===== config.mk =====
export PLATFORM = sky130hd
export DESIGN_NAME = hsp_uart
export DESIGN_NICKNAME = d
export VERILOG_FILES = /design/src/logic/hsp_pkg.sv /design/src/logic/hsp_fifo.sv /design/src/logic/hsp_uart.sv
export VERILOG_INCLUDE_DIRS = /design/src /design/src/logic
export SDC_FILE = /design/constraint.sdc
export NUM_CORES = 1
export LEC_CHECK = 0
export BUFFER_PORTS_ARGS = -buffer_cell sky130_fd_sc_hd__buf_2
export CAP_MARGIN = 25
export CELL_PAD_IN_SITES_DETAIL_PLACEMENT = 1
export CELL_PAD_IN_SITES_GLOBAL_PLACEMENT = 1
export CORE_MARGIN = 8
export CORE_UTILIZATION = 35
export CTS_BUF_LIST = sky130_fd_sc_hd__clkbuf_16
export CTS_CLUSTER_SIZE = 25
export DETAILED_ROUTE_END_ITERATION = 8
export PLACE_DENSITY = 0.59
export SYNTH_ARGS = -nofsm -noshare
export SYNTH_HDL_FRONTEND = slang
export SYNTH_HIERARCHICAL = 1
export SYNTH_SLANG_ARGS = --single-unit

===== constraint.sdc =====
create_clock -name clk -period 3.9 [get_ports clk]
set_input_delay 0.78 -clock clk [delete_from_list [all_inputs] [get_ports clk]]
set_output_delay 0.78 -clock clk [all_outputs]
set_load 0.005 [all_outputs]

===== src/logic/hsp_map.svh =====
// register map, field positions, reset values and timing of the host serial port
// assumes a 50 MHz system clock and a 32-bit plain register port
`ifndef HSP_MAP_SVH
`define HSP_MAP_SVH

`define HSP_CLK_HZ 50000000
`define HSP_BAUD_DEF 115200
`define HSP_DIV_DEF (16'(`HSP_CLK_HZ / `HSP_BAUD_DEF))

`define HSP_AW 4
`define HSP_ADDR_CTRL 4'h0
`define HSP_ADDR_STAT 4'h4
`define HSP_ADDR_DATA 4'h8

`define HSP_CTRL_DIV_HI 15
`define HSP_CTRL_FLOW 16
`define HSP_CTRL_PAR_LO 17
`define HSP_CTRL_PAR_HI 18
`define HSP_CTRL_STOP2 19
`define HSP_CTRL_FRAMED 20

`define HSP_PAR_NONE 2'h0
`define HSP_PAR_ODD 2'h1
`define HSP_PAR_EVEN 2'h2

`define HSP_ST_RXAVL 0
`define HSP_ST_TXFULL 1
`define HSP_ST_TXBUSY 2
`define HSP_ST_PERR 3
`define HSP_ST_FERR 4
`define HSP_ST_OVR 5
`define HSP_ST_DELIM 6

`define HSP_FIFO_W 8
`define HSP_FIFO_D 8
`define HSP_RTS_STOP_LVL 4'h6
`define HSP_FRAME_DELIM 8'hC0

`endif


===== src/logic/hsp_pkg.sv =====
// types shared by the host serial port
// assumes hsp_map.svh for all numeric constants
package hsp_pkg;
    typedef enum logic [2:0] {
        HSP_TX_IDLE, HSP_TX_START, HSP_TX_DATA, HSP_TX_PAR, HSP_TX_STOP
    } hsp_tx_e;
    typedef enum logic [2:0] {
        HSP_RX_IDLE, HSP_RX_START, HSP_RX_DATA, HSP_RX_PAR, HSP_RX_STOP
    } hsp_rx_e;
    typedef logic [7:0] hsp_byte_t;
endpackage


===== src/logic/hsp_fifo.sv =====
// small synchronous fifo with valid/ready on both sides
// assumes one clock and an asynchronous active-low reset
`timescale 1ns/10ps
module hsp_fifo #(
    parameter int W = 8,
    parameter int D = 8
) (
    input wire logic clk,
    input wire logic rst_n,
    input wire logic in_valid,
    output logic in_ready,
    input wire logic [W-1:0] in_data,
    output logic out_valid,
    input wire logic out_ready,
    output logic [W-1:0] out_data,
    output logic [$clog2(D):0] count
);
    localparam int PW = $clog2(D);
    logic [W-1:0] mem_ff [D];
    logic [PW-1:0] wptr_ff;
    logic [PW-1:0] rptr_ff;
    logic [PW:0] cnt_ff;
    logic push;
    logic pop;

    assign in_ready = (cnt_ff != (PW+1)'(D));
    assign out_valid = (cnt_ff != '0);
    assign out_data = mem_ff[rptr_ff];
    assign count = cnt_ff;
    assign push = in_valid && in_ready;
    assign pop = out_ready && out_valid;

    always_ff @(posedge clk) begin
        if (push) begin
            mem_ff[wptr_ff] <= in_data;
        end
    end

    always_ff @(posedge clk or negedge rst_n) begin
        if (!rst_n) begin
            wptr_ff <= '0;
            rptr_ff <= '0;
            cnt_ff <= '0;
        end else begin
            if (push) begin
                wptr_ff <= PW'(wptr_ff + 1'b1);
            end
            if (pop) begin
                rptr_ff <= PW'(rptr_ff + 1'b1);
            end
            cnt_ff <= (PW+1)'(cnt_ff + push - pop);
        end
    end
endmodule


===== src/logic/hsp_uart.sv =====
// serial port through which a host exchanges bytes with the module
// assumes 50 MHz clk, plain register port, host-side pins asynchronous
//
// Contract
// data leaves on ser_out, arrives on ser_in, one line each way
// rts_n and cts_n are both asserted when low
// module drives rts_n; host drives cts_n, an input here
// bit rate set by divisor, 1200 bps to about 921 kbps
// flow control selectable: rts/cts handshake or none
// every frame carries exactly eight data bits
// parity none, odd or even; sent by transmitter, checked by receiver
// one or two stop bits end each frame
// framed link protocol assist can be switched on or off
// reset format: 115.2 kbps, no flow control, 8N1
// low start bit, data lsb first, parity, high stops; idle high
// with flow control: drop rts when full, hold tx while cts high; rts is dropped once the rx fifo holds 6 of its 8 entries
`timescale 1ns/10ps
`include "hsp_map.svh"
module hsp_uart (
    input wire logic clk,
    input wire logic rst_n,
    input wire logic [`HSP_AW-1:0] addr,
    input wire logic [31:0] wdata,
    input wire logic wr,
    input wire logic rd,
    output logic [31:0] rdata,
    output logic ser_out,
    input wire logic ser_in,
    output logic rts_n,
    input wire logic cts_n
);
    import hsp_pkg::*;

    // configuration
    logic [15:0] div_ff;
    logic [1:0] par_ff;
    logic flow_ff, stop2_ff, framed_ff;
    // pin synchronisers
    logic rx_m_ff, rx_s_ff, cts_m_ff, cts_s_ff;
    // sticky status and registered outputs
    logic perr_ff, ferr_ff, ovr_ff, delim_ff;
    logic [31:0] rdata_ff;
    logic ser_out_ff, rts_n_ff;
    // transmit path
    hsp_tx_e tx_st_ff;
    logic [15:0] tx_cnt_ff;
    logic [2:0] tx_bit_ff;
    hsp_byte_t tx_sh_ff, tx_out_data;
    logic tx_par_ff, tx_stop_left_ff, tx_tick, tx_pop, tx_exp_par;
    logic tx_in_ready, tx_out_valid;
    // receive path
    hsp_rx_e rx_st_ff;
    logic [15:0] rx_cnt_ff;
    logic [2:0] rx_bit_ff;
    hsp_byte_t rx_sh_ff, rx_out_data;
    logic rx_par_bad_ff, rx_tick, rx_done, rx_push, rx_exp_par, rx_bad;
    logic rx_in_ready, rx_out_valid, rx_pop;
    logic [3:0] rx_count;
    logic wr_ctrl, wr_stat, wr_data, rd_data;

    assign wr_ctrl = wr && (addr == `HSP_ADDR_CTRL);
    assign wr_stat = wr && (addr == `HSP_ADDR_STAT);
    assign wr_data = wr && (addr == `HSP_ADDR_DATA);
    assign rd_data = rd && (addr == `HSP_ADDR_DATA);

    assign rdata = rdata_ff;
    assign ser_out = ser_out_ff;
    assign rts_n = rts_n_ff;

    // reset format
    // bit rate divisor
    // flow select
    // assist enable
    always_ff @(posedge clk or negedge rst_n) begin
        if (!rst_n) begin
            div_ff <= `HSP_DIV_DEF;
            flow_ff <= 1'b0;
            par_ff <= `HSP_PAR_NONE;
            stop2_ff <= 1'b0;
            framed_ff <= 1'b0;
        end else if (wr_ctrl) begin
            div_ff <= wdata[`HSP_CTRL_DIV_HI:0];
            flow_ff <= wdata[`HSP_CTRL_FLOW];
            par_ff <= wdata[`HSP_CTRL_PAR_HI:`HSP_CTRL_PAR_LO];
            stop2_ff <= wdata[`HSP_CTRL_STOP2];
            framed_ff <= wdata[`HSP_CTRL_FRAMED];
        end
    end

    // two dedicated lines
    // cts is an input
    always_ff @(posedge clk or negedge rst_n) begin
        if (!rst_n) begin
            rx_m_ff <= 1'b1;
            rx_s_ff <= 1'b1;
            cts_m_ff <= 1'b1;
            cts_s_ff <= 1'b1;
        end else begin
            rx_m_ff <= ser_in;
            rx_s_ff <= rx_m_ff;
            cts_m_ff <= cts_n;
            cts_s_ff <= cts_m_ff;
        end
    end

    hsp_fifo #(
        .W(`HSP_FIFO_W),
        .D(`HSP_FIFO_D)
    ) u_tx_fifo (
        .clk(clk),
        .rst_n(rst_n),
        .in_valid(wr_data),
        .in_ready(tx_in_ready),
        .in_data(wdata[7:0]),
        .out_valid(tx_out_valid),
        .out_ready(tx_pop),
        .out_data(tx_out_data),
        .count()
    );

    hsp_fifo #(
        .W(`HSP_FIFO_W),
        .D(`HSP_FIFO_D)
    ) u_rx_fifo (
        .clk(clk),
        .rst_n(rst_n),
        .in_valid(rx_push),
        .in_ready(rx_in_ready),
        .in_data(rx_sh_ff),
        .out_valid(rx_out_valid),
        .out_ready(rx_pop),
        .out_data(rx_out_data),
        .count(rx_count)
    );

    // hold tx while cts high
    // cts low means clear
    assign tx_pop = (tx_st_ff == HSP_TX_IDLE) && tx_out_valid &&
                    (!flow_ff || !cts_s_ff);
    assign tx_tick = (tx_cnt_ff == 16'h0000);
    // parity sense
    assign tx_exp_par = (^tx_out_data) ^ (par_ff == `HSP_PAR_ODD);

    // frame order
    // eight data bits
    // stop count
    always_ff @(posedge clk or negedge rst_n) begin
        if (!rst_n) begin
            tx_st_ff <= HSP_TX_IDLE;
            tx_cnt_ff <= 16'h0000;
            tx_bit_ff <= 3'h0;
            tx_sh_ff <= 8'h00;
            tx_par_ff <= 1'b0;
            tx_stop_left_ff <= 1'b0;
            ser_out_ff <= 1'b1;
        end else begin
            tx_cnt_ff <= tx_tick ? div_ff - 16'h0001
                                 : tx_cnt_ff - 16'h0001;
            unique case (tx_st_ff)
                HSP_TX_IDLE: begin
                    ser_out_ff <= 1'b1;
                    if (tx_pop) begin
                        tx_sh_ff <= tx_out_data;
                        tx_par_ff <= tx_exp_par;
                        tx_stop_left_ff <= stop2_ff;
                        tx_cnt_ff <= div_ff - 16'h0001;
                        ser_out_ff <= 1'b0;
                        tx_st_ff <= HSP_TX_START;
                    end
                end
                HSP_TX_START: begin
                    if (tx_tick) begin
                        ser_out_ff <= tx_sh_ff[0];
                        tx_bit_ff <= 3'h0;
                        tx_st_ff <= HSP_TX_DATA;
                    end
                end
                HSP_TX_DATA: begin
                    if (tx_tick) begin
                        if (tx_bit_ff == 3'h7) begin
                            if (par_ff != `HSP_PAR_NONE) begin
                                ser_out_ff <= tx_par_ff;
                                tx_st_ff <= HSP_TX_PAR;
                            end else begin
                                ser_out_ff <= 1'b1;
                                tx_st_ff <= HSP_TX_STOP;
                            end
                        end else begin
                            ser_out_ff <= tx_sh_ff[1];
                            tx_sh_ff <= {1'b0, tx_sh_ff[7:1]};
                            tx_bit_ff <= tx_bit_ff + 3'h1;
                        end
                    end
                end
                HSP_TX_PAR: begin
                    if (tx_tick) begin
                        ser_out_ff <= 1'b1;
                        tx_st_ff <= HSP_TX_STOP;
                    end
                end
                HSP_TX_STOP: begin
                    if (tx_tick) begin
                        if (tx_stop_left_ff) begin
                            tx_stop_left_ff <= 1'b0;
                        end else begin
                            tx_st_ff <= HSP_TX_IDLE;
                        end
                    end
                end
            endcase
        end
    end

    assign rx_tick = (rx_cnt_ff == 16'h0000);
    assign rx_done = (rx_st_ff == HSP_RX_STOP) && rx_tick;
    assign rx_exp_par = (^rx_sh_ff) ^ (par_ff == `HSP_PAR_ODD);
    assign rx_bad = rx_par_bad_ff || !rx_s_ff;
    // assist drops damaged characters
    assign rx_push = rx_done && !(framed_ff && rx_bad);

    // sample at bit centre
    // parity check
    always_ff @(posedge clk or negedge rst_n) begin
        if (!rst_n) begin
            rx_st_ff <= HSP_RX_IDLE;
            rx_cnt_ff <= 16'h0000;
            rx_bit_ff <= 3'h0;
            rx_sh_ff <= 8'h00;
            rx_par_bad_ff <= 1'b0;
        end else begin
            rx_cnt_ff <= rx_tick ? div_ff - 16'h0001
                                 : rx_cnt_ff - 16'h0001;
            unique case (rx_st_ff)
                HSP_RX_IDLE: begin
                    if (!rx_s_ff) begin
                        rx_cnt_ff <= {1'b0, div_ff[15:1]};
                        rx_par_bad_ff <= 1'b0;
                        rx_st_ff <= HSP_RX_START;
                    end
                end
                HSP_RX_START: begin
                    if (rx_tick) begin
                        rx_bit_ff <= 3'h0;
                        rx_st_ff <= rx_s_ff ? HSP_RX_IDLE : HSP_RX_DATA;
                    end
                end
                HSP_RX_DATA: begin
                    if (rx_tick) begin
                        rx_sh_ff <= {rx_s_ff, rx_sh_ff[7:1]};
                        rx_bit_ff <= rx_bit_ff + 3'h1;
                        if (rx_bit_ff == 3'h7) begin
                            rx_st_ff <= (par_ff != `HSP_PAR_NONE) ?
                                        HSP_RX_PAR : HSP_RX_STOP;
                        end
                    end
                end
                HSP_RX_PAR: begin
                    if (rx_tick) begin
                        rx_par_bad_ff <= rx_s_ff ^ rx_exp_par;
                        rx_st_ff <= HSP_RX_STOP;
                    end
                end
                HSP_RX_STOP: begin
                    if (rx_tick) begin
                        rx_st_ff <= HSP_RX_IDLE;
                    end
                end
            endcase
        end
    end

    // sticky errors, set wins over write-one clear
    always_ff @(posedge clk or negedge rst_n) begin
        if (!rst_n) begin
            perr_ff <= 1'b0;
            ferr_ff <= 1'b0;
            ovr_ff <= 1'b0;
            delim_ff <= 1'b0;
        end else begin
            perr_ff <= (rx_done && rx_par_bad_ff) ||
                       (perr_ff && !(wr_stat && wdata[`HSP_ST_PERR]));
            ferr_ff <= (rx_done && !rx_s_ff) ||
                       (ferr_ff && !(wr_stat && wdata[`HSP_ST_FERR]));
            ovr_ff <= (rx_push && !rx_in_ready) ||
                      (ovr_ff && !(wr_stat && wdata[`HSP_ST_OVR]));
            // frame delimiter seen
            delim_ff <= (rx_push && framed_ff &&
                         rx_sh_ff == `HSP_FRAME_DELIM) ||
                        (delim_ff && !(wr_stat && wdata[`HSP_ST_DELIM]));
        end
    end

    // drop rts near full
    // rts low means ready
    always_ff @(posedge clk or negedge rst_n) begin
        if (!rst_n) begin
            rts_n_ff <= 1'b1;
        end else begin
            rts_n_ff <= flow_ff && (rx_count >= `HSP_RTS_STOP_LVL);
        end
    end

    assign rx_pop = rd_data && rx_out_valid;

    always_ff @(posedge clk or negedge rst_n) begin
        if (!rst_n) begin
            rdata_ff <= 32'h0000_0000;
        end else begin
            rdata_ff <= 32'h0000_0000;
            if (rd) begin
                unique case (addr)
                    `HSP_ADDR_CTRL: begin
                        rdata_ff[`HSP_CTRL_DIV_HI:0] <= div_ff;
                        rdata_ff[`HSP_CTRL_FLOW] <= flow_ff;
                        rdata_ff[`HSP_CTRL_PAR_HI:`HSP_CTRL_PAR_LO] <= par_ff;
                        rdata_ff[`HSP_CTRL_STOP2] <= stop2_ff;
                        rdata_ff[`HSP_CTRL_FRAMED] <= framed_ff;
                    end
                    `HSP_ADDR_STAT: begin
                        rdata_ff[`HSP_ST_RXAVL] <= rx_out_valid;
                        rdata_ff[`HSP_ST_TXFULL] <= !tx_in_ready;
                        rdata_ff[`HSP_ST_TXBUSY] <=
                            (tx_st_ff != HSP_TX_IDLE) || tx_out_valid;
                        rdata_ff[`HSP_ST_PERR] <= perr_ff;
                        rdata_ff[`HSP_ST_FERR] <= ferr_ff;
                        rdata_ff[`HSP_ST_OVR] <= ovr_ff;
                        rdata_ff[`HSP_ST_DELIM] <= delim_ff;
                    end
                    `HSP_ADDR_DATA: begin
                        if (rx_out_valid) begin
                            rdata_ff[7:0] <= rx_out_data;
                        end
                    end
                    default: begin
                        rdata_ff <= 32'h0000_0000;
                    end
                endcase
            end
        end
    end
endmodule


Word-level counts from Yosys, hierarchy flattened. Memories as Yosys holds them, arrays and structs flattened. Cells that the tools add are included.

Magnitude comparators: 1. Muxes and demuxes: 55. Bitwise operators: 3. Reductions and logical operators: 72. Equal/unequal tests: 30. $add $sub $neg: 13.

Operators by type and width (number): 16-bit two-way mux (6); 3-bit two-way mux (18); 16-bit by 1-bit subtractor with 16-bit output (second input constant) (3); 16-bit zero test (2); 8-bit two-way mux (4); 3-bit case mux with 5 select lines (2); 1-bit logical AND (28); 2-bit != test (second input constant) (13); 21-bit two-way mux (1); 7-bit case mux with 3 select lines (1); 3-bit by 1-bit adder with 3-bit output (second input constant) (6); 8-bit case mux with 2 select lines (1); 8-bit parity (2); 1-bit two-way mux (14); 13-bit two-way mux (1); 3-bit by 2-bit == test with 1-bit output (second input constant) (4); 3-bit == test (second input constant) (4); 3-bit case mux with 2 select lines (2); 4-bit AND reduction (3); 2-bit nonzero test (6); 4-bit nonzero test (3); 1-bit zero test (10); 3-bit AND reduction (3); 4-bit by 1-bit adder with 4-bit output (2); 20 further kinds (35).

Output and inout port bits: 34. Memories kept: 2. Register bits: 135. Memory bits (writable): 128. Bits of input ports: 42. Logic and storage cells: 209.

Memory list: u_rx_fifo.mem_ff (words 8, bits a word 8, rd ports 1, clocked after memory_dff 0, wr ports 1, RTL line hsp_fifo.sv:19) `logic [W-1:0] mem_ff [D];`; u_tx_fifo.mem_ff (words 8, bits a word 8, rd ports 1, clocked after memory_dff 0, wr ports 1, RTL line hsp_fifo.sv:19).

Depth between registers and ports, before layout.
Depth in word-level cells: 8. Gate-level depth with buffers: 15. Gate-level depth less buffers: 14.

Modules after synthesis. The synthesis kept the hierarchy.

By module, submodules not included: hsp_uart (area an instance 6127.1 µm², sequential area each 2891.5 µm², cells an instance 567, instances 1); hsp_fifo (area an instance 3056.7 µm², sequential area each 2172.1 µm², cells an instance 148, instances 2).

Least setup slack after synthesis. No wires, ideal clock.

Path kind: reg2reg. From: reg rx_cnt_ff[10]. To: reg u_rx_fifo.cnt_ff[2] (netlist: u_rx_fifo/count[2]). Data required time: 3.778 ns. Arrival time: 2.927 ns. Path slack: 0.851 ns. Path buffers: 0. Cell stages (with the launch flop): 12. Setup time: 0.122 ns. Cell sequence: dfrtp_1 -> nor4_4 -> nand2_2 -> nor4_4 -> nand3_1 -> nor2b_1 -> nand2_1 -> ha_1 -> inv_1 -> ha_1 -> fa_1 -> xor2_1.

Longest elaborated chain between the ends: 6.

RTL lines: start, declared (RTL line hsp_uart.sv:53) `logic [15:0] rx_cnt_ff;`; start signal, assigned (RTL line hsp_uart.sv:231) `rx_cnt_ff <= rx_tick ? div_ff - 16'h0001`; start signal, assigned (RTL line hsp_uart.sv:236) `rx_cnt_ff <= {1'b0, div_ff[15:1]};`; 16-bit zero test (RTL line hsp_uart.sv:214) `assign rx_tick = (rx_cnt_ff == 16'h0000);`; 1-bit logical AND (RTL line hsp_uart.sv:215) `assign rx_done = (rx_st_ff == HSP_RX_STOP) && rx_tick;`; 1-bit logical AND (RTL line hsp_uart.sv:219) `assign rx_push = rx_done && !(framed_ff && rx_bad);`; net rx_push (RTL line hsp_uart.sv:56) `logic rx_par_bad_ff, rx_tick, rx_done, rx_push, rx_exp_par, rx_bad;`; 1-bit logical AND (RTL line hsp_fifo.sv:30) `assign push = in_valid && in_ready;`; 4-bit by 1-bit adder with 4-bit output (RTL line hsp_fifo.sv:51) `cnt_ff <= (PW+1)'(cnt_ff + push - pop);`; 4-bit by 1-bit subtractor with 4-bit output (RTL line hsp_fifo.sv:51); end signal, assigned (RTL line hsp_fifo.sv:51); end, declared (RTL line hsp_fifo.sv:22) `logic [PW:0] cnt_ff;`.

The timed path passes the listed nets, and every way through them passes these cells. A chain may end at the register's enable or synchronous reset.

Final worst setup path.
From: reg rx_cnt_ff[3]. To: reg u_rx_fifo.cnt_ff[2] (netlist: u_rx_fifo/count[2]).

The elaborated chain is that of the path after synthesis.

==> flow_metrics.env <==
export IMPL_cts_root_buf="clkbuf_16"
export IMPL_synth_top_family_by_area="multiplexers"
export IMPL_grt_max_degree=73
export IMPL_post_cts_repair_setup_buffers=0
export IMPL_cts_resized=0
export IMPL_grt_pass1_vias=7808
export IMPL_synthAdderAreaFrac=0.0329
export IMPL_seq_area_frac_synth=0.591
export IMPL_drv_cap=0
export IMPL_rows=68
export IMPL_register_area_um2=7240
export IMPL_cp_slowest_cell="dfrtp_1"
export IMPL_power_leakage_uw=0.00536
export IMPL_finalSetupTns_ns=0
export IMPL_port_buffers=53
export IMPL_rsz0062_at_grt="no"
export IMPL_cts_tree="yes"
export IMPL_place_gp_congestion=0.740
export IMPL_grt_usage=0.140
export IMPL_synth_warnings=6
export IMPL_skew_ns=0.0160
export IMPL_area_growth_syn_to_layout_pct=14.0
export IMPL_utilization=0.405
export IMPL_required_ns=4.35
export IMPL_synth_area_leaders="edfxtp_1, dfrtp_1, mux4_1, mux2_2, ha_1"
export IMPL_crit_chain="nor4_4, nand2_2, nor4_4, nand3_1, nor2b_1, nand2_1, ha_1, inv_1, ha_1, fa_1, xor2_1"
export IMPL_layout_min_cycle_time_ns=3.17
export IMPL_tightest_slew_ns=0.983
export IMPL_yosysUniqueCellTypes=62
export IMPL_grt_ovfl_total=0
export IMPL_fin_crit_sh=0.813
export IMPL_multiInputGateArea_um2=4640
export IMPL_slew_viol_final=0
export IMPL_hold_class="primary input to async pin"
export IMPL_n_antenna_cell=0
export IMPL_p_per_area_nw_per_um2=535
export IMPL_hold_violations=0
export IMPL_syn_avg_cell_area_um2=14.2
export IMPL_placedCellCount=1354
export IMPL_die_w_um=203
export IMPL_end_kind="flip-flop"
export IMPL_die_area_um2=41200
export IMPL_crit_type="flip-flop to flip-flop"
export IMPL_netlist_area_um2=12200
export IMPL_final_antenna_net_count=0
export IMPL_synth_xor_area_frac=0.0458
export IMPL_critPathMaxStageDelay_ns=0.45
export IMPL_num_nets_final=1004
export IMPL_synth_compound_area_frac=0.0560
export IMPL_cp_max_fo=4
export IMPL_max_freq_mhz=315
export IMPL_drive_gt1_frac=0.215
export IMPL_crit_cells=11
export IMPL_die_h_um=203
export IMPL_syn_inst=863
export IMPL_fillerInstances=3574
export IMPL_drc=0
export IMPL_cts_sinks=263
export IMPL_via_per_inst=5.05
export IMPL_rr_worst_depth=11
export IMPL_crit_family="simple AND/OR/NAND/NOR gates"
export IMPL_drt_wirelength_per_cell_um=20.3
export IMPL_synth_top_cell_by_area="edfxtp_1"
export IMPL_drt_first_pass_iters=5
export IMPL_clk_latency_ns=0.57
export IMPL_htreeDepth=1
export IMPL_path_clk_slew_ns=0.06
export IMPL_netlist_area_leader_share=0.314
export IMPL_worst_path_buf_inv=1
export IMPL_first_iter_violations=303
export IMPL_numCtsBuffers=30
export IMPL_synthMuxAreaShare=0.140
export IMPL_hpwl_um=19700
export IMPL_layout_setup_ws_ns=0.730
export IMPL_start_util=0.355
export IMPL_antenna_found_initial=2
export IMPL_synth_most_common_cell="edfxtp_1"
export IMPL_ctsHoldBuffers=0
export IMPL_vias=7127
export IMPL_synth_ff_type="edfxtp_1"
export IMPL_wl_um=28600
export IMPL_grt_pass1_wl_um=45700
export IMPL_synthSimpleGateAreaFrac=0.0992
export IMPL_synth_edf_count=128
export IMPL_cp_arrival_ns=3.62
export IMPL_preCtsSetupSlack_ns=0.668
export IMPL_setup_viol=0
export IMPL_ys_seq_elements=263
export IMPL_startpoint_type="flip-flop"
export IMPL_final_cells=1410
export IMPL_status="complete, no violations"
export IMPL_maxSlewHeadroom=0.345
export IMPL_ios=76
export IMPL_synth_top_cells_by_count="edfxtp_1, dfrtp_1, mux2_2"
export IMPL_peakVddDrop_v=0.000348
export IMPL_clk_path_buf_depth=3
export IMPL_synthArstFlopShare=0.513
export IMPL_coreArea_um2=34500
[power by group]
part / leakage (uW) / internal, uW / switching, uW
clock network: 0.000506 / 1530 / 1130
registers: 0.00273 / 3200 / 449
logic: 0.00212 / 604 / 559
total: 0.00536 / 5330 / 2140
[metrics by stage]
step	instance area [um^2]	total power, uW	hold slack, ns
2_1_floorplan	12300	4480	0.345
3_3_place_gp	13000	4830	0.348
3_5_place_dp	13000	4880	0.349
4_1_cts	14000	7590	0.267
5_1_grt	14000	7880	0.280
6_report	14000	7460	0.257
[area by class of cell]
type                       instances  area share
sequential                       263       0.518
clock inverter                    26      0.0136
timing repair buffer              75      0.0322
clock buffer                      30      0.0538
inverter                          34     0.00914
tap                              455      0.0408
multi-input combinational        527       0.332
[sequential cells by signal (all words and copies together), names as in the netlist, 2 cells and up]
signal,count
u_tx_fifo/count,4
u_rx_fifo/mem_ff,64
u_tx_fifo/wptr_ff,3
div_ff,16
tx_sh_ff,8
u_rx_fifo/wptr_ff,3
u_rx_fifo/rptr_ff,3
u_rx_fifo/count,4
u_tx_fifo/mem_ff,64
par_ff,2
tx_bit_ff,3
rx_bit_ff,3
u_tx_fifo/rptr_ff,3
rx_cnt_ff,16
tx_st_ff,3
rdata,21
rx_st_ff,3
tx_cnt_ff,16
rx_sh_ff,8
[final timing paths]
check,startpoint,end,slack (ns)
min in group clk,cts_n,cts_m_ff,0.31
worst max-delay path,rx_cnt_ff[3],u_rx_fifo/count[2],0.73
max in group asynchronous,rst_n,tx_bit_ff[1],2.82
worst max register to register,rx_cnt_ff[3],u_rx_fifo/count[2],0.73
worst min-delay path,rst_n,rdata[9],0.26
worst min register to register,rx_m_ff,rx_s_ff,0.36
[cells by family (layout without fill, tap and decap cells)]
| group | Yosys count | in the layout |
|---|---|---|
| flip-flops | 263 | 263 |
| other | 1 | 11 |
| adder cells (fa/ha/maj) | 31 | 31 |
| AO/OA/AOI/OAI | 92 | 92 |
| AND/OR/NAND/NOR | 216 | 216 |
| XOR/XNOR | 64 | 64 |
| buffers and inverters | 83 | 165 |
| multiplexers | 113 | 113 |
[worst register-to-register path, cell delays in order (launching register included)]
cell	delay (ns)
dfrtp_1	0.45
nor4_4	0.41
nand2_2	0.13
nor4_4	0.30
nand3_1	0.15
nor2b_1	0.35
nand2_1	0.19
ha_1	0.32
inv_1	0.04
ha_1	0.20
fa_1	0.38
xor2_1	0.15
[routing by layer]
| layer | vias to the layer above | track usage | wire, um |
|---|---|---|---|
| li1 | 3364 | - | - |
| met1 | 3633 | 0.188 | 13200 |
| met2 | 97 | 0.237 | 13900 |
| met3 | 33 | 0.0201 | 978 |
| met4 | 0 | 0.0339 | 490 |
| met5 | - | 0 | 0 |
[placed cells by master, fill, tap and decap left out, types with 5 or more instances in the layout]
master | netlist | final
edfxtp_1 | 128 | 128
dfrtp_1 | 124 | 124
mux2_2 | 54 | 54
buf_2 | 3 | 52
inv_1 | 34 | 46
nor2_1 | 43 | 43
nand2_1 | 41 | 41
xnor2_1 | 38 | 38
mux4_1 | 32 | 32
clkbuf_16 | 0 | 30
ha_1 | 29 | 29
mux2i_1 | 27 | 27
xor2_1 | 26 | 26
buf_4 | 13 | 21
and3_1 | 17 | 17
nor3_1 | 17 | 17
o21ai_0 | 17 | 17
nand3_1 | 15 | 15
o22a_1 | 14 | 14
nand2b_1 | 12 | 12
a21oi_1 | 11 | 11
conb_1 | 1 | 11
dfstp_2 | 11 | 11
nand4_1 | 9 | 9
or3_1 | 8 | 8
nor4_1 | 8 | 7
and2_1 | 6 | 6
a222oi_1 | 6 | 6
a22o_1 | 6 | 6
a22oi_1 | 5 | 5
o21a_1 | 5 | 5
a211oi_1 | 5 | 5
No activity file was read; power rests on OpenSTA's default activity.
